### src/bcc_pkg.sv
// Shared constants, types and decode helpers of the boundary cell chain
package bcc_pkg;

  ////////////////////////////////////////////////////////////////////////////////
  // Chain geometry: one io_cell_group of four pads, two cells per pad
  localparam int GROUP_PADS = 4;
  localparam int CHAIN_LEN = 2 * GROUP_PADS;
  localparam int IR_W = 3;

  // Instruction codes
  localparam logic [IR_W-1:0] INSTR_EXTEST = 3'h0;
  localparam logic [IR_W-1:0] INSTR_RESERVED = 3'h3;
  localparam logic [IR_W-1:0] INSTR_SAMPLE = 3'h4;
  localparam logic [IR_W-1:0] INSTR_BYPASS = 3'h7;
  // Fixed pattern loaded into the instruction shifter on capture
  localparam logic [IR_W-1:0] IR_CAPTURE_VAL = 3'h1;
  localparam logic BYPASS_CAPTURE_VAL = 1'b0;

  ////////////////////////////////////////////////////////////////////////////////
  // Register map (byte addresses) and field positions
  localparam int AV_ADDR_W = 4;
  localparam int AV_DATA_W = 32;
  localparam logic [AV_ADDR_W-1:0] REG_STATUS = 4'h0;
  localparam logic [AV_ADDR_W-1:0] REG_LOG = 4'h4;
  localparam logic [AV_ADDR_W-1:0] REG_CTRL = 4'h8;
  localparam int STAT_TAP_LSB = 0;
  localparam int STAT_IR_LSB = 4;
  localparam int STAT_MODE_BIT = 7;
  localparam int STAT_LEVEL_LSB = 8;
  localparam int STAT_TDO_OE_BIT = 12;
  localparam int LOG_VALID_BIT = 8;
  localparam int CTRL_LOG_EN_BIT = 0;
  localparam logic CTRL_LOG_EN_RST = 1'b0;

  // Snapshot buffer shape
  localparam int LOG_DEPTH = 4;
  localparam int LOG_LEVEL_W = 3;

  ////////////////////////////////////////////////////////////////////////////////
  typedef enum logic [3:0] {
    TAP_RESET = 4'h0, TAP_IDLE = 4'h1, TAP_SEL_DR = 4'h2, TAP_CAP_DR = 4'h3,
    TAP_SH_DR = 4'h4, TAP_EX1_DR = 4'h5, TAP_PA_DR = 4'h6, TAP_EX2_DR = 4'h7,
    TAP_UP_DR = 4'h8, TAP_SEL_IR = 4'h9, TAP_CAP_IR = 4'ha, TAP_SH_IR = 4'hb,
    TAP_EX1_IR = 4'hc, TAP_PA_IR = 4'hd, TAP_EX2_IR = 4'he, TAP_UP_IR = 4'hf
  } bcc_tap_e;

  // Sequencing controls fanned out to every pad cell
  typedef struct packed {
    logic tck_rise;
    logic tck_fall;
    logic capture;
    logic shift_n;
    logic update;
    logic treset;
    logic mode;
  } bcc_cell_ctl_s;

  // Pad-side and core-side signals of one pad
  typedef struct packed {
    logic pad_out;
    logic pad_oe;
    logic core_in;
  } bcc_pad_drv_s;

  // Boundary chain owns the data path for EXTEST and SAMPLE only
  function automatic logic bcc_chain_sel(input logic [IR_W-1:0] instr);
    return (instr == INSTR_EXTEST) || (instr == INSTR_SAMPLE);
  endfunction : bcc_chain_sel

endpackage : bcc_pkg

### src/bcc_chain_top.sv
// Boundary-scan test logic: tap_state_machine, instruction, bypass, boundary_chain
//
// Local design decisions: the placing of the registers and the Avalon-MM interface to the registers.
`timescale 1ns/10ps

////////////////////////////////////////////////////////////////////////////////
// Operation
// - Capture loads the selected instruction or data register in parallel.
// - Shift moves captured bits out toward tdo while taking new tdi bits.
// - Update loads the instruction latch or the chain update flops.
// - Host presents tms with tck; next tap state comes only from sampled tms.
// - Each io_cell_group holds four pad cells linked serially into the chain.
// - In normal operation pads and core pass values untouched by the cells.
// - Each cell has data and direction parts, each shift flop into update flop.
// - Data shift flop feeds direction shift flop inside the chain path.
// - Direction low captures pad input; high captures core output data.
// - Mode from instruction; high lets update data drive pads, low core data.
// - Tms and tdi sampled on tck rise; tdo changes only on tck fall.
// - Under EXTEST chain values reach the pads on the tck falling edge.
// - Cells are sequenced only by capture, update, shift_n, treset, tck, mode.
// - Three-bit instruction; EXTEST 000, SAMPLE 100, BYPASS 111, 011 reserved.
// - Under BYPASS tdi passes one flip-flop to tdo.
// - The tap_state_machine has the sixteen standard states.
module bcc_chain_top (
  input wire logic clk,
  input wire logic rst_n,
  // Test port pins
  input wire logic tck,
  input wire logic tms,
  input wire logic tdi,
  output logic tdo,
  output logic tdo_oe,
  // Pads of the io_cell_group
  input wire logic [bcc_pkg::GROUP_PADS-1:0] pad_in,
  output logic [bcc_pkg::GROUP_PADS-1:0] pad_out,
  output logic [bcc_pkg::GROUP_PADS-1:0] pad_oe,
  // Logic array side
  input wire logic [bcc_pkg::GROUP_PADS-1:0] core_out,
  input wire logic [bcc_pkg::GROUP_PADS-1:0] core_oe,
  output logic [bcc_pkg::GROUP_PADS-1:0] core_in,
  // Avalon-MM slave
  input wire logic [bcc_pkg::AV_ADDR_W-1:0] avs_address,
  input wire logic avs_read,
  input wire logic avs_write,
  input wire logic [bcc_pkg::AV_DATA_W-1:0] avs_writedata,
  output logic [bcc_pkg::AV_DATA_W-1:0] avs_readdata,
  output logic avs_waitrequest,
  // Snapshot buffer can take another update
  output logic log_ready
);

  ////////////////////////////////////////////////////////////////////////////////
  typedef struct packed {
    logic tck_m;
    logic tck_s;
    logic tck_d;
    logic tms_m;
    logic tms_s;
    logic tdi_m;
    logic tdi_s;
    logic [bcc_pkg::GROUP_PADS-1:0] pad_m;
    logic [bcc_pkg::GROUP_PADS-1:0] pad_s;
    bcc_pkg::bcc_tap_e tap;
    logic [bcc_pkg::IR_W-1:0] ir_sh;
    logic [bcc_pkg::IR_W-1:0] ir;
    logic byp;
    logic tdo;
    logic tdo_oe;
    logic served;
    logic [bcc_pkg::AV_DATA_W-1:0] rdata;
    logic log_en;
  } bcc_top_s;

  bcc_top_s s;
  bcc_top_s next_s;

  logic tck_rise;
  logic tck_fall;
  logic chain_sel;
  logic mode;
  bcc_pkg::bcc_cell_ctl_s ctl;
  logic [bcc_pkg::GROUP_PADS:0] link;
  logic [bcc_pkg::CHAIN_LEN-1:0] chain_bits;
  bcc_pkg::bcc_pad_drv_s [bcc_pkg::GROUP_PADS-1:0] drv;
  logic av_req;
  logic av_take;
  logic log_push;
  logic log_pop;
  logic log_valid;
  logic [bcc_pkg::CHAIN_LEN-1:0] log_data;
  logic [bcc_pkg::LOG_LEVEL_W-1:0] log_level;

  ////////////////////////////////////////////////////////////////////////////////
  // Standard sixteen-state walk, driven by sampled tms alone
  function automatic bcc_pkg::bcc_tap_e tap_next(input bcc_pkg::bcc_tap_e st,
                                                 input logic t);
    unique case (st)
      bcc_pkg::TAP_RESET: tap_next = t ? bcc_pkg::TAP_RESET : bcc_pkg::TAP_IDLE;
      bcc_pkg::TAP_IDLE: tap_next = t ? bcc_pkg::TAP_SEL_DR : bcc_pkg::TAP_IDLE;
      bcc_pkg::TAP_SEL_DR: tap_next = t ? bcc_pkg::TAP_SEL_IR : bcc_pkg::TAP_CAP_DR;
      bcc_pkg::TAP_CAP_DR: tap_next = t ? bcc_pkg::TAP_EX1_DR : bcc_pkg::TAP_SH_DR;
      bcc_pkg::TAP_SH_DR: tap_next = t ? bcc_pkg::TAP_EX1_DR : bcc_pkg::TAP_SH_DR;
      bcc_pkg::TAP_EX1_DR: tap_next = t ? bcc_pkg::TAP_UP_DR : bcc_pkg::TAP_PA_DR;
      bcc_pkg::TAP_PA_DR: tap_next = t ? bcc_pkg::TAP_EX2_DR : bcc_pkg::TAP_PA_DR;
      bcc_pkg::TAP_EX2_DR: tap_next = t ? bcc_pkg::TAP_UP_DR : bcc_pkg::TAP_SH_DR;
      bcc_pkg::TAP_UP_DR: tap_next = t ? bcc_pkg::TAP_SEL_DR : bcc_pkg::TAP_IDLE;
      bcc_pkg::TAP_SEL_IR: tap_next = t ? bcc_pkg::TAP_RESET : bcc_pkg::TAP_CAP_IR;
      bcc_pkg::TAP_CAP_IR: tap_next = t ? bcc_pkg::TAP_EX1_IR : bcc_pkg::TAP_SH_IR;
      bcc_pkg::TAP_SH_IR: tap_next = t ? bcc_pkg::TAP_EX1_IR : bcc_pkg::TAP_SH_IR;
      bcc_pkg::TAP_EX1_IR: tap_next = t ? bcc_pkg::TAP_UP_IR : bcc_pkg::TAP_PA_IR;
      bcc_pkg::TAP_PA_IR: tap_next = t ? bcc_pkg::TAP_EX2_IR : bcc_pkg::TAP_PA_IR;
      bcc_pkg::TAP_EX2_IR: tap_next = t ? bcc_pkg::TAP_UP_IR : bcc_pkg::TAP_SH_IR;
      bcc_pkg::TAP_UP_IR: tap_next = t ? bcc_pkg::TAP_SEL_DR : bcc_pkg::TAP_IDLE;
    endcase
  endfunction : tap_next

  ////////////////////////////////////////////////////////////////////////////////
  // Edge finding on the synchronised test clock; tms and tdi share its latency
  assign tck_rise = s.tck_s && !s.tck_d;
  assign tck_fall = !s.tck_s && s.tck_d;

  assign chain_sel = bcc_pkg::bcc_chain_sel(s.ir);
  assign mode = (s.ir == bcc_pkg::INSTR_EXTEST);

  // Capture, shift and update are levels from the tap state, gated by the chain selection; treset is not gated
  assign ctl.tck_rise = tck_rise;
  assign ctl.tck_fall = tck_fall;
  assign ctl.capture = chain_sel && (s.tap == bcc_pkg::TAP_CAP_DR);
  assign ctl.shift_n = !(chain_sel && (s.tap == bcc_pkg::TAP_SH_DR));
  assign ctl.update = chain_sel && (s.tap == bcc_pkg::TAP_UP_DR);
  assign ctl.treset = (s.tap == bcc_pkg::TAP_RESET);
  assign ctl.mode = mode;

  ////////////////////////////////////////////////////////////////////////////////
  // Boundary chain: cell 0 nearest tdi, last cell feeds tdo
  assign link[0] = s.tdi_s;

  for (genvar i = 0; i < bcc_pkg::GROUP_PADS; i++) begin : g_cell
    bcc_pad_cell u_cell (
      .clk(clk),
      .rst_n(rst_n),
      .ctl(ctl),
      .scan_in(link[i]),
      .core_out(core_out[i]),
      .core_oe(core_oe[i]),
      .pad_in(s.pad_s[i]),
      .scan_out(link[i+1]),
      .shift_pair(chain_bits[2*i +: 2]),
      .drv(drv[i])
    );
    assign pad_out[i] = drv[i].pad_out;
    assign pad_oe[i] = drv[i].pad_oe;
    assign core_in[i] = drv[i].core_in;
  end

  ////////////////////////////////////////////////////////////////////////////////
  // Snapshot of the chain at each update, kept for software when enabled.
  // The tap cannot be held off, so a full buffer drops the snapshot; log_ready
  // tells the outside when that would happen.
  assign log_push = s.log_en && tck_fall && ctl.update;
  assign av_req = avs_read || avs_write;
  assign av_take = av_req && s.served;
  assign log_pop = av_take && avs_read && (avs_address == bcc_pkg::REG_LOG);

  bcc_log_fifo #(
    .WIDTH(bcc_pkg::CHAIN_LEN),
    .DEPTH(bcc_pkg::LOG_DEPTH),
    .LW(bcc_pkg::LOG_LEVEL_W)
  ) u_log (
    .clk(clk),
    .rst_n(rst_n),
    .in_valid(log_push),
    .in_ready(log_ready),
    .in_data(chain_bits),
    .out_valid(log_valid),
    .out_ready(log_pop),
    .out_data(log_data),
    .level(log_level)
  );

  ////////////////////////////////////////////////////////////////////////////////
  always_comb begin
    next_s = s;
    // Two-stage synchronisers for everything from the pins
    next_s.tck_m = tck;
    next_s.tck_s = s.tck_m;
    next_s.tck_d = s.tck_s;
    next_s.tms_m = tms;
    next_s.tms_s = s.tms_m;
    next_s.tdi_m = tdi;
    next_s.tdi_s = s.tdi_m;
    next_s.pad_m = pad_in;
    next_s.pad_s = s.pad_m;

    if (tck_rise) begin
      next_s.tap = tap_next(s.tap, s.tms_s);
      unique case (s.tap)
        bcc_pkg::TAP_CAP_IR: next_s.ir_sh = bcc_pkg::IR_CAPTURE_VAL;
        bcc_pkg::TAP_SH_IR: next_s.ir_sh = {s.tdi_s, s.ir_sh[bcc_pkg::IR_W-1:1]};
        bcc_pkg::TAP_CAP_DR: next_s.byp = bcc_pkg::BYPASS_CAPTURE_VAL;
        bcc_pkg::TAP_SH_DR: next_s.byp = s.tdi_s;
        default: next_s.byp = s.byp;
      endcase
    end

    if (tck_fall) begin
      if (s.tap == bcc_pkg::TAP_UP_IR) begin
        next_s.ir = s.ir_sh;
      end
      // Output only moves on the falling test clock
      next_s.tdo_oe = (s.tap == bcc_pkg::TAP_SH_DR) || (s.tap == bcc_pkg::TAP_SH_IR);
      if (s.tap == bcc_pkg::TAP_SH_IR) begin
        next_s.tdo = s.ir_sh[0];
      end else if (s.tap == bcc_pkg::TAP_SH_DR) begin
        next_s.tdo = chain_sel ? link[bcc_pkg::GROUP_PADS] : s.byp;
      end
    end

    // Test-logic reset parks the instruction on BYPASS, which drops mode
    if (s.tap == bcc_pkg::TAP_RESET) begin
      next_s.ir = bcc_pkg::INSTR_BYPASS;
    end

    // Bus slave: one wait cycle, then the access is taken
    next_s.served = av_req && !s.served;
    if (av_req && !s.served && avs_read) begin
      next_s.rdata = '0;
      unique case (avs_address)
        bcc_pkg::REG_STATUS: begin
          next_s.rdata[bcc_pkg::STAT_TAP_LSB +: 4] = s.tap;
          next_s.rdata[bcc_pkg::STAT_IR_LSB +: bcc_pkg::IR_W] = s.ir;
          next_s.rdata[bcc_pkg::STAT_MODE_BIT] = mode;
          next_s.rdata[bcc_pkg::STAT_LEVEL_LSB +: bcc_pkg::LOG_LEVEL_W] = log_level;
          next_s.rdata[bcc_pkg::STAT_TDO_OE_BIT] = s.tdo_oe;
        end
        bcc_pkg::REG_LOG: begin
          next_s.rdata[bcc_pkg::CHAIN_LEN-1:0] = log_valid ? log_data : '0;
          next_s.rdata[bcc_pkg::LOG_VALID_BIT] = log_valid;
        end
        bcc_pkg::REG_CTRL: begin
          next_s.rdata[bcc_pkg::CTRL_LOG_EN_BIT] = s.log_en;
        end
        default: next_s.rdata = '0;
      endcase
    end
    if (av_take && avs_write && (avs_address == bcc_pkg::REG_CTRL)) begin
      next_s.log_en = avs_writedata[bcc_pkg::CTRL_LOG_EN_BIT];
    end
  end

  always_ff @(posedge clk or negedge rst_n) begin
    if (!rst_n) begin
      s <= '0;
      s.tap <= bcc_pkg::TAP_RESET;
      s.ir <= bcc_pkg::INSTR_BYPASS;
      s.log_en <= bcc_pkg::CTRL_LOG_EN_RST;
    end else begin
      s <= next_s;
    end
  end

  assign tdo = s.tdo;
  assign tdo_oe = s.tdo_oe;
  assign avs_readdata = s.rdata;
  assign avs_waitrequest = av_req && !s.served;

  ////////////////////////////////////////////////////////////////////////////////
  // Checks sample every clk; the edge checks look one clk after a detected test clock edge
  a_tdo_on_fall : assert property (@(posedge clk) disable iff (!rst_n)
    ($changed(tdo) || $changed(tdo_oe)) |-> $past(tck_fall))
    else $error("tdo moved away from a falling test clock");

  a_reset_holds : assert property (@(posedge clk) disable iff (!rst_n)
    (tck_rise && (s.tap == bcc_pkg::TAP_RESET) && s.tms_s) |=>
      (s.tap == bcc_pkg::TAP_RESET))
    else $error("tap left reset with tms high");

  a_idle_walk : assert property (@(posedge clk) disable iff (!rst_n)
    (tck_rise && (s.tap == bcc_pkg::TAP_IDLE)) |=>
      (s.tap == ($past(s.tms_s) ? bcc_pkg::TAP_SEL_DR : bcc_pkg::TAP_IDLE)))
    else $error("tap left idle against tms");

  a_tms_walk : assert property (@(posedge clk) disable iff (!rst_n)
    (tck_rise && (s.tap == bcc_pkg::TAP_SEL_DR) && !s.tms_s) |=>
      (s.tap == bcc_pkg::TAP_CAP_DR) ##1 (s.tap == bcc_pkg::TAP_CAP_DR))
    else $error("tap did not enter capture-dr");

  a_tap_still : assert property (@(posedge clk) disable iff (!rst_n)
    !tck_rise |=> $stable(s.tap))
    else $error("tap changed without a rising test clock");

  a_mode_reset : assert property (@(posedge clk) disable iff (!rst_n)
    (s.tap == bcc_pkg::TAP_RESET) |=> !mode)
    else $error("mode high after test-logic reset");

  a_ir_capture : assert property (@(posedge clk) disable iff (!rst_n)
    (tck_rise && (s.tap == bcc_pkg::TAP_CAP_IR)) |=>
      (s.ir_sh == bcc_pkg::IR_CAPTURE_VAL))
    else $error("instruction capture value wrong");

  a_ir_update : assert property (@(posedge clk) disable iff (!rst_n)
    (tck_fall && (s.tap == bcc_pkg::TAP_UP_IR)) |=> (s.ir == $past(s.ir_sh)))
    else $error("instruction latch not updated");

  // The latch may only move at an update fall or in test-logic reset
  a_ir_hold : assert property (@(posedge clk) disable iff (!rst_n)
    !(tck_fall && (s.tap == bcc_pkg::TAP_UP_IR)) && (s.tap != bcc_pkg::TAP_RESET)
      |=> $stable(s.ir))
    else $error("instruction latch moved outside update");

  a_ir_shift_in : assert property (@(posedge clk) disable iff (!rst_n)
    (tck_rise && (s.tap == bcc_pkg::TAP_SH_IR)) |=>
      (s.ir_sh[bcc_pkg::IR_W-1] == $past(s.tdi_s)))
    else $error("instruction shifter did not take tdi");

  a_bypass_one : assert property (@(posedge clk) disable iff (!rst_n)
    (tck_rise && (s.tap == bcc_pkg::TAP_SH_DR) && !chain_sel) |=>
      (s.byp == $past(s.tdi_s)))
    else $error("bypass flop did not take tdi");

  a_bypass_out : assert property (@(posedge clk) disable iff (!rst_n)
    (tck_fall && (s.tap == bcc_pkg::TAP_SH_DR) && !chain_sel) |=> (tdo == $past(s.byp)))
    else $error("bypass flop did not reach tdo");

  a_tdo_oe_shift : assert property (@(posedge clk) disable iff (!rst_n)
    $rose(tdo_oe) |->
      ($past(s.tap) == bcc_pkg::TAP_SH_DR) || ($past(s.tap) == bcc_pkg::TAP_SH_IR))
    else $error("tdo enabled outside a shift state");

  // Under EXTEST the pads hold the update flops; core activity must not leak out
  a_mode_decode : assert property (@(posedge clk) disable iff (!rst_n)
    (mode && $past(mode) && !$past(tck_fall)) |-> $stable(pad_out) && $stable(pad_oe))
    else $error("pads followed the core while in EXTEST");

  a_treset_pads : assert property (@(posedge clk) disable iff (!rst_n)
    ctl.treset |=> (pad_out == core_out) && (pad_oe == core_oe))
    else $error("pads not back to functional use after test-logic reset");

  a_normal_pass : assert property (@(posedge clk) disable iff (!rst_n)
    !mode |-> (pad_out == core_out) && (pad_oe == core_oe) && (core_in == s.pad_s))
    else $error("functional path disturbed in normal operation");
endmodule : bcc_chain_top

### src/bcc_log_fifo.sv
// Small synchronous FIFO holding boundary chain snapshots
`timescale 1ns/10ps
module bcc_log_fifo #(
  parameter int WIDTH = 8,
  parameter int DEPTH = 4,
  parameter int LW = 3
) (
  input wire logic clk,
  input wire logic rst_n,
  input wire logic in_valid,
  output logic in_ready,
  input wire logic [WIDTH-1:0] in_data,
  output logic out_valid,
  input wire logic out_ready,
  output logic [WIDTH-1:0] out_data,
  output logic [LW-1:0] level
);
  localparam int PW = (DEPTH > 1) ? $clog2(DEPTH) : 1;

  typedef struct packed {
    logic [DEPTH-1:0][WIDTH-1:0] mem;
    logic [PW-1:0] wr;
    logic [PW-1:0] rd;
    logic [LW-1:0] cnt;
  } bcc_fifo_s;

  bcc_fifo_s s;
  bcc_fifo_s next_s;
  logic push;
  logic pop;

  function automatic logic [PW-1:0] bump(input logic [PW-1:0] p);
    return (p == PW'(DEPTH - 1)) ? '0 : PW'(p + 1'b1);
  endfunction : bump

  assign in_ready = (s.cnt != LW'(DEPTH));
  assign out_valid = (s.cnt != '0);
  assign out_data = s.mem[s.rd];
  assign level = s.cnt;
  assign push = in_valid && in_ready;
  assign pop = out_valid && out_ready;

  always_comb begin
    next_s = s;
    if (push) begin
      next_s.mem[s.wr] = in_data;
      next_s.wr = bump(s.wr);
    end
    if (pop) begin
      next_s.rd = bump(s.rd);
    end
    next_s.cnt = LW'(s.cnt + LW'(push) - LW'(pop));
  end

  always_ff @(posedge clk or negedge rst_n) begin
    if (!rst_n) begin
      s <= '0;
    end else begin
      s <= next_s;
    end
  end
endmodule : bcc_log_fifo

### src/bcc_pad_cell.sv
// One pad_scan_cell: data cell and direction cell, each shift plus update flop
`timescale 1ns/10ps
module bcc_pad_cell (
  input wire logic clk,
  input wire logic rst_n,
  input wire bcc_pkg::bcc_cell_ctl_s ctl,
  input wire logic scan_in,
  input wire logic core_out,
  input wire logic core_oe,
  input wire logic pad_in,
  output logic scan_out,
  output logic [1:0] shift_pair,
  output bcc_pkg::bcc_pad_drv_s drv
);
  typedef struct packed {
    logic data_sh;
    logic dir_sh;
    logic data_upd;
    logic dir_upd;
  } bcc_cell_s;

  bcc_cell_s s;
  bcc_cell_s next_s;
  logic direction_select;

  // High means the pad is driving out
  assign direction_select = ctl.mode ? s.dir_upd : core_oe;

  always_comb begin
    next_s = s;
    if (ctl.tck_rise && ctl.capture) begin
      next_s.data_sh = direction_select ? core_out : pad_in;
      // The direction cell observes what really steers the pad, test or core
      next_s.dir_sh = direction_select;
    end else if (ctl.tck_rise && !ctl.shift_n) begin
      next_s.data_sh = scan_in;
      next_s.dir_sh = s.data_sh;
    end
    if (ctl.tck_fall && ctl.update) begin
      next_s.data_upd = s.data_sh;
      next_s.dir_upd = s.dir_sh;
    end
    if (ctl.treset) begin
      next_s.data_upd = 1'b0;
      next_s.dir_upd = 1'b0;
    end
  end

  always_ff @(posedge clk or negedge rst_n) begin
    if (!rst_n) begin
      s <= '0;
    end else begin
      s <= next_s;
    end
  end

  assign scan_out = s.dir_sh;
  assign shift_pair = {s.dir_sh, s.data_sh};
  assign drv.pad_out = ctl.mode ? s.data_upd : core_out;
  assign drv.pad_oe = ctl.mode ? s.dir_upd : core_oe;
  assign drv.core_in = pad_in;

  a_shift_path : assert property (@(posedge clk) disable iff (!rst_n)
    (ctl.tck_rise && !ctl.capture && !ctl.shift_n) |=>
      (s.data_sh == $past(scan_in)) && (s.dir_sh == $past(s.data_sh)))
    else $error("scan cell shift path broken");

  a_capture_dir : assert property (@(posedge clk) disable iff (!rst_n)
    (ctl.tck_rise && ctl.capture) |=>
      (s.data_sh == ($past(direction_select) ? $past(core_out) : $past(pad_in))) &&
      (s.dir_sh == $past(direction_select)))
    else $error("data cell captured the wrong source");

  a_pad_on_fall : assert property (@(posedge clk) disable iff (!rst_n)
    (ctl.mode && $past(ctl.mode) && $changed(s.data_upd) && !$past(ctl.treset))
      |-> $past(ctl.tck_fall))
    else $error("pad test data changed away from a falling test clock");
endmodule : bcc_pad_cell

### config.mk
export PLATFORM = sky130hd
export DESIGN_NAME = bcc_chain_top
export DESIGN_NICKNAME = d
export VERILOG_FILES = /design/src/bcc_pkg.sv /design/src/bcc_chain_top.sv /design/src/bcc_log_fifo.sv /design/src/bcc_pad_cell.sv
export SDC_FILE = /design/constraint.sdc
export NUM_CORES = 1
export LEC_CHECK = 0
export BUFFER_PORTS_ARGS = -buffer_cell sky130_fd_sc_hd__buf_2
export CAP_MARGIN = 40
export CORE_MARGIN = 2
export CORE_UTILIZATION = 38
export CTS_CLUSTER_DIAMETER = 60
export DETAILED_ROUTE_END_ITERATION = 10
export PLACE_DENSITY = 0.57
export SLEW_MARGIN = 0
export SYNTH_ARGS = -nofsm -noshare
export SYNTH_HDL_FRONTEND = slang
export SYNTH_SLANG_ARGS = --single-unit
### constraint.sdc
create_clock -name clk -period 6.66 [get_ports clk]
set_input_delay 0.999 -clock clk [delete_from_list [all_inputs] [get_ports clk]]
set_output_delay 0.999 -clock clk [all_outputs]
set_load 0.02 [all_outputs]
==> flow_metrics.env, run 1 <==
export IMPL_critPathCaptureType="output pin"
export IMPL_synth_async_sr_flop_share=1.000
export IMPL_synth_cells=402
export IMPL_initial_utilization=0.3856
export IMPL_footprint_of_the_multi_input_gates_mm2=0.002019
export IMPL_synthTopCellsByArea="dfrtp_1, mux2_2, buf_4"
export IMPL_synth_commonest_cells="dfrtp_1, mux2_2, buf_4"
export IMPL_cts_max_path_buffers=2
export IMPL_antenna_cells=0
export IMPL_wl_per_cell_um=15.23
export IMPL_fill_cells=1178
export IMPL_yosys_area_top_type="dfrtp_1"
export IMPL_slowest_delay_ns=0.49
export IMPL_hold_viol_final=0
export IMPL_finalMaxSlewViolations=0
export IMPL_yosysUniqueCellTypes=49
export IMPL_crit_chain="nor3_4, mux2_2, buf_2"
export IMPL_wirelength_mm=9.232
export IMPL_grt_setup_unrepaired="no"
export IMPL_area_taken_by_flip_flops_and_latches_mm2=0.002431
export IMPL_route_detailed_vias_per_inst=4.908
export IMPL_clock_sinks=97
export IMPL_setup_violations=0
export IMPL_yosys_register_bits=97
export IMPL_critical_path_n_buffers_inverters=1
export IMPL_syn_area_per_cell_um2=11.96
export IMPL_final_core_utilization=0.4244
export IMPL_groute_usage_overall=0.1496
export IMPL_yosysSeqAreaShare=0.5057
export IMPL_fin_crit_sh=0.4260
export IMPL_drt_iter0_markers=203
export IMPL_p_leak_nw=2.553
export IMPL_layout_drive_gt1_share=0.3134
export IMPL_core_area_mm2=0.01247
export IMPL_crit_required_ns=5.66
export IMPL_dr_total_vias=2974
export IMPL_placement_rows=41
export IMPL_dieWidth_um=116.5
export IMPL_ys_warn_count=0
export IMPL_cts_setup_buffers=0
export IMPL_cts_buffers_inserted=9
export IMPL_clock_h_tree_levels=3
export IMPL_worst_path_max_delay_cell="nor3_4"
export IMPL_place_port_buffers=51
export IMPL_timing_final_crit_period_ns=2.837
export IMPL_drv_max_cap_violation_count=0
export IMPL_layout_nets=492
export IMPL_worst_setup_path_type="flip-flop to output pin"
export IMPL_synth_top_area_frac=0.4893
export IMPL_grt_remaining_overflow=0
export IMPL_cts_root_buffer_cell="clkbuf_16"
export IMPL_final_instance_count_excl_fill=606
export IMPL_synth_most_common_cell="dfrtp_1"
export IMPL_flip_flop_cell_with_the_highest_count_after_synthesis="dfrtp_1"
export IMPL_crit_arrival_ns=1.84
export IMPL_fin_tns_setup_ns=0
export IMPL_ctsHoldBuffers=0
export IMPL_fmax_mhz=352.4
export IMPL_gp_routability_congestion=0.7571
export IMPL_nature_of_the_critical_path_startpoint="flip-flop"
export IMPL_die_h_um=116.5
export IMPL_worst_slew_margin_rel=0.5362
export IMPL_detailed_place_hpwl_mm=6.547
export IMPL_ant_nets=0
export IMPL_boundaryPins=103
export IMPL_critical_path_peak_fanout=9
export IMPL_first_pass_iteration_count_of_the_detailed_router=4
export IMPL_result_of_the_run="finished clean"
export IMPL_quantity_of_gates_resized_following_cts=0
export IMPL_hp_class="flip-flop to flip-flop"
export IMPL_first_global_vias=2971
export IMPL_number_of_flops_mapped_to_enable_cells_by_yosys=0
export IMPL_place_inst=590
export IMPL_grt_max_degree=69
export IMPL_syn_to_final_growth_pct=10.05
export IMPL_worst_path_dominant_cell_family="simple AND/OR/NAND/NOR gates"
export IMPL_power_density_mw_per_mm2=324.4
export IMPL_clock_skew_final_ns=0.005413
export IMPL_cts_tree="built"
export IMPL_drc=0
export IMPL_dp_worst_setup_slack_ns=3.534
export IMPL_mappedNetlistArea_mm2=0.004807
export IMPL_die_area_mm2=0.01357
export IMPL_path_clk_slew_ns=0.06
export IMPL_clock_latency_at_the_later_pin_of_the_worst_skew_pair_ns=0.34
export IMPL_max_slew_worst_pin_slew_ns=0.6956
export IMPL_antenna_violations_before_repair=0
export IMPL_power_ir_vdd_worst_mv=0.1442
export IMPL_postLayoutSetupSlackWorst_ns=3.823
export IMPL_grt_first_pass_wirelength_mm=15.53
==> final cells by class <==
| cell class | instances | area share |
|---|---|---|
| timing repair buffer | 55 | 0.05818 |
| tap | 172 | 0.04068 |
| sequential | 97 | 0.4596 |
| multi-input combinational | 252 | 0.3817 |
| clock inverter | 5 | 0.005913 |
| clock buffer | 11 | 0.04399 |
| inverter | 14 | 0.009934 |
==> path summary, 6_finish.rpt <==
kind,endpoint,slack (ns),startpoint,depth (start not counted)
worst min-delay path,s[57]$_DFF_PN0_,0.35,next_s[57]$_DFF_PN0_,0
worst max register to register,u_log.s[30]$_DFFE_PN0P_,4.26,s[46]$_DFFE_PN0P_,4
worst max-delay path,pad_oe[3],3.82,s[37]$_DFFE_PN1P_,3
min in group asynchronous,next_s[48]$_DFF_PN0_,0.53,rst_n,1
worst min register to register,s[57]$_DFF_PN0_,0.35,next_s[57]$_DFF_PN0_,0
max in group asynchronous,s[37]$_DFFE_PN1P_,5.24,rst_n,3
==> logic make-up (layout without fill, tap and decap cells) <==
kind of cell | count (synthesis) | after routing | synth area share
AND/OR/NAND/NOR | 96 | 96 | 0.1210
flip-flops | 97 | 97 | 0.5057
buffers and inverters | 72 | 85 | 0.08902
other | 1 | 20 | 0.0007801
multiplexers | 68 | 68 | 0.1744
XOR/XNOR | 3 | 3 | 0.005467
AO/OA/AOI/OAI | 57 | 57 | 0.08121
adder cells (fa/ha/maj) | 8 | 8 | 0.02238
==> per-layer routing <==
metal  track usage  routed length (um)  vias to the layer above
met3       0.03062                 338                       11
met2        0.2326                4404                       61
met4       0.04286                 145                        0
li1              -                   -                     1432
met1        0.2136                4343                     1470
met5             0                   0                        -
==> cell usage in the layout, fill, tap and decap left out, types with 3 or more instances in the layout <==
master,n
dfstp_2,3
mux2i_1,14
nand2b_1,3
a22o_1,3
ha_1,7
nand4_1,4
nor3_1,3
nor2_1,17
buf_4,4
nand4_4,4
a31oi_1,8
o21ai_0,20
a21oi_1,5
inv_1,14
mux2_2,46
a32oi_1,3
nor2b_1,11
dfrtp_1,94
nand3_1,15
buf_2,50
clkbuf_16,9
clkinv_2,3
nand2_1,24
conb_1,20
mux4_2,8
a221o_1,7
==> registers in the layout, indices dropped and copies added (netlist names) <==
register                  cells
u_log.s                      36
s                            19
avs_readdata                 12
g_cell.u_cell.s               8
next_s                        8
g_cell.u_cell.scan_out        4
g_cell.u_cell.shift_pair      4
u_log.level                   3
link                          1
tdo                           1
tdo_oe                        1
==> power breakdown <==
part / leakage, nW / internal (mW) / switching [mW] / total (mW)
Clock: 0.130 / 0.253 / 0.216 / 0.468
Combinational: 1.17 / 0.176 / 0.226 / 0.402
Sequential: 1.25 / 0.680 / 0.166 / 0.846
Total: 2.55 / 1.11 / 0.608 / 1.72
==> worst reg2reg max path, delay by kind of cell, from the launching register on <==
| family | cells | cell delay [ns] |
|---|---|---|
| multiplexers | 1 | 0.36 |
| AND/OR/NAND/NOR | 3 | 1.27 |
| flip-flops | 1 | 0.65 |
==> metrics by stage <==
step / power, mW / hold slack, ns / area [um2]
2_1_floorplan: 1.147 / 0.3312 / 4878
3_3_place_gp: 1.248 / 0.3315 / 4991
3_5_place_dp: 1.263 / 0.3355 / 5026
4_1_cts: 1.738 / 0.3499 / 5290
5_1_grt: 1.833 / 0.3579 / 5290
6_report: 1.716 / 0.3486 / 5290
No activity file was read; power rests on OpenSTA's default activity.
==> run 2: changes to the inputs <==
==> constraint.sdc (replaced) <==
create_clock -name clk -period 2.8 [get_ports clk]
set_input_delay 0.42 -clock clk [delete_from_list [all_inputs] [get_ports clk]]
set_output_delay 0.42 -clock clk [all_outputs]
set_load 0.02 [all_outputs]
==> flow_metrics.env, run 2 (synthesis gave the netlist of run 1 again) <==
export IMPL_grt_remaining_overflow=0
export IMPL_grt_setup_unrepaired="no"
export IMPL_die_area_mm2=0.01357
export IMPL_timing_final_crit_period_ns=2.331
export IMPL_p_total_mw=4.333
export IMPL_core_area_mm2=0.01247
export IMPL_fmax_mhz=429.0
export IMPL_largest_register_ff_count=36
export IMPL_layout_drive_gt1_share=0.3189
export IMPL_placement_rows=41
export IMPL_die_h_um=116.5
export IMPL_clock_sinks=97
export IMPL_place_port_buffers=51
export IMPL_globalRouteMet3Util=0.02802
export IMPL_groute_usage_overall=0.1483
export IMPL_drc=0
export IMPL_grt_busiest_layer="met2"
export IMPL_cts_buffers_inserted=9
export IMPL_critPathCaptureType="flip-flop"
export IMPL_detailed_place_hpwl_mm=6.743
export IMPL_antenna_violations_before_repair=0
export IMPL_grt_max_degree=54
export IMPL_fill_cells=1192
export IMPL_gp_routability_congestion=0.7988
export IMPL_worst_setup_path_type="flip-flop to flip-flop"
export IMPL_antenna_cells=0
export IMPL_first_pass_iteration_count_of_the_detailed_router=4
export IMPL_cts_root_buffer_cell="clkbuf_16"
export IMPL_final_core_utilization=0.4316
export IMPL_crit_required_ns=3.02
export IMPL_syn_to_final_growth_pct=11.92
export IMPL_power_density_mw_per_mm2=805.4
export IMPL_initial_utilization=0.3856
export IMPL_wirelength_mm=9.369
export IMPL_dr_total_vias=3058
export IMPL_hp_class="input pin to async pin"
export IMPL_max_slew_worst_pin_slew_ns=0.6801
export IMPL_grt_met1_usage=0.2040
export IMPL_globalRouteMet2Util=0.2368
export IMPL_max_flop_register="u_log.s"
export IMPL_clock_h_tree_levels=3
export IMPL_dieWidth_um=116.5
export IMPL_worst_slew_margin_rel=0.5466
export IMPL_power_ir_vdd_worst_mv=0.3676
export IMPL_route_detailed_vias_per_inst=5.005
export IMPL_setup_violations=0
export IMPL_result_of_the_run="finished clean"
export IMPL_mostFrequentLayoutCells="dfrtp_1, buf_2, mux2_2"
export IMPL_most_common_library_cell_in_the_layout_ignoring_fill_and_taps="dfrtp_1"
export IMPL_quantity_of_gates_resized_following_cts=0
export IMPL_drv_max_cap_violation_count=0
export IMPL_clock_latency_at_the_later_pin_of_the_worst_skew_pair_ns=0.34
export IMPL_fin_tns_setup_ns=0
export IMPL_hold_viol_final=0
export IMPL_layout_nets=497
export IMPL_path_clk_slew_ns=0.06
export IMPL_fin_crit_sh=0.8325
export IMPL_cts_setup_buffers=0
export IMPL_critical_path_peak_fanout=6
export IMPL_ctsHoldBuffers=0
export IMPL_boundaryPins=103
export IMPL_grt_first_pass_wirelength_mm=15.30
export IMPL_crit_arrival_ns=2.55
export IMPL_drt_iter0_markers=167
export IMPL_p_leak_nw=2.603
export IMPL_first_global_vias=3012
export IMPL_wl_per_cell_um=15.33
export IMPL_finalMaxSlewViolations=0
export IMPL_nature_of_the_critical_path_startpoint="flip-flop"
export IMPL_clock_skew_final_ns=0.008904
export IMPL_ant_nets=0
export IMPL_final_instance_count_excl_fill=611
export IMPL_cts_tree="built"
export IMPL_place_inst=595
export IMPL_cts_max_path_buffers=2
run 2: routing by layer:
metal	routed length (um)	part of all wire
met4	113	0.012
met3	356	0.038
met1	4332	0.46
met5	0	0
met2	4567	0.49
run 2: cell type report:
class	instances	area, um2	share of cell area
clock buffer	14	264.0	0.04907
inverter	14	52.55	0.009767
timing repair buffer	60	337.8	0.06279
clock inverter	2	60.06	0.01116
multi-input combinational	252	2019	0.3753
sequential	97	2431	0.4519
tap	172	215.2	0.04000
run 2: worst paths after layout:
path	startpoint	to	slack, ns	depth (start not counted)
setup / recovery	u_log.level[1]$_DFF_PN0_	u_log.level[2]$_DFF_PN0_	0.47	9
hold / removal	rst_n	next_s[50]$_DFF_PN0_	0.13	1
setup reg to reg	u_log.level[1]$_DFF_PN0_	u_log.level[2]$_DFF_PN0_	0.47	9
hold reg to reg	next_s[57]$_DFF_PN0_	s[57]$_DFF_PN0_	0.35	0
max in group asynchronous	rst_n	u_log.s[6]$_DFFE_PN0P_	1.99	2
min in group clk	tms	next_s[57]$_DFF_PN0_	0.18	1
run 2: critical path: stages (launching register included):
cell and delay [ns]:
dfrtp_1 0.47, o31a_1 0.34, and4_1 0.26, ha_1 0.29, inv_1 0.06, ha_1 0.13, inv_1 0.05, fa_1 0.37
xnor2_1 0.14, xnor2_1 0.12
run 2: metrics by stage:
stage | setup slack, ns | instance area, um2 | hold slack, ns
CTS | 0.4637 | 5380 | 0.1446
detailed placement | 0.4437 | 5056 | 0.3358
floorplan | 0.5850 | 4878 | 0.1244
global route | 0.3525 | 5380 | 0.1702
finish | 0.4689 | 5380 | 0.1280
global placement | 0.5005 | 5056 | 0.3315
run 2: power by group:
| group | internal, mW | leakage [nW] | switching (mW) | total, mW |
|---|---|---|---|---|
| clock network | 0.833 | 0.157 | 0.491 | 1.32 |
| registers | 1.62 | 1.25 | 0.295 | 1.92 |
| logic | 0.452 | 1.19 | 0.642 | 1.09 |
| total | 2.91 | 2.60 | 1.43 | 4.33 |
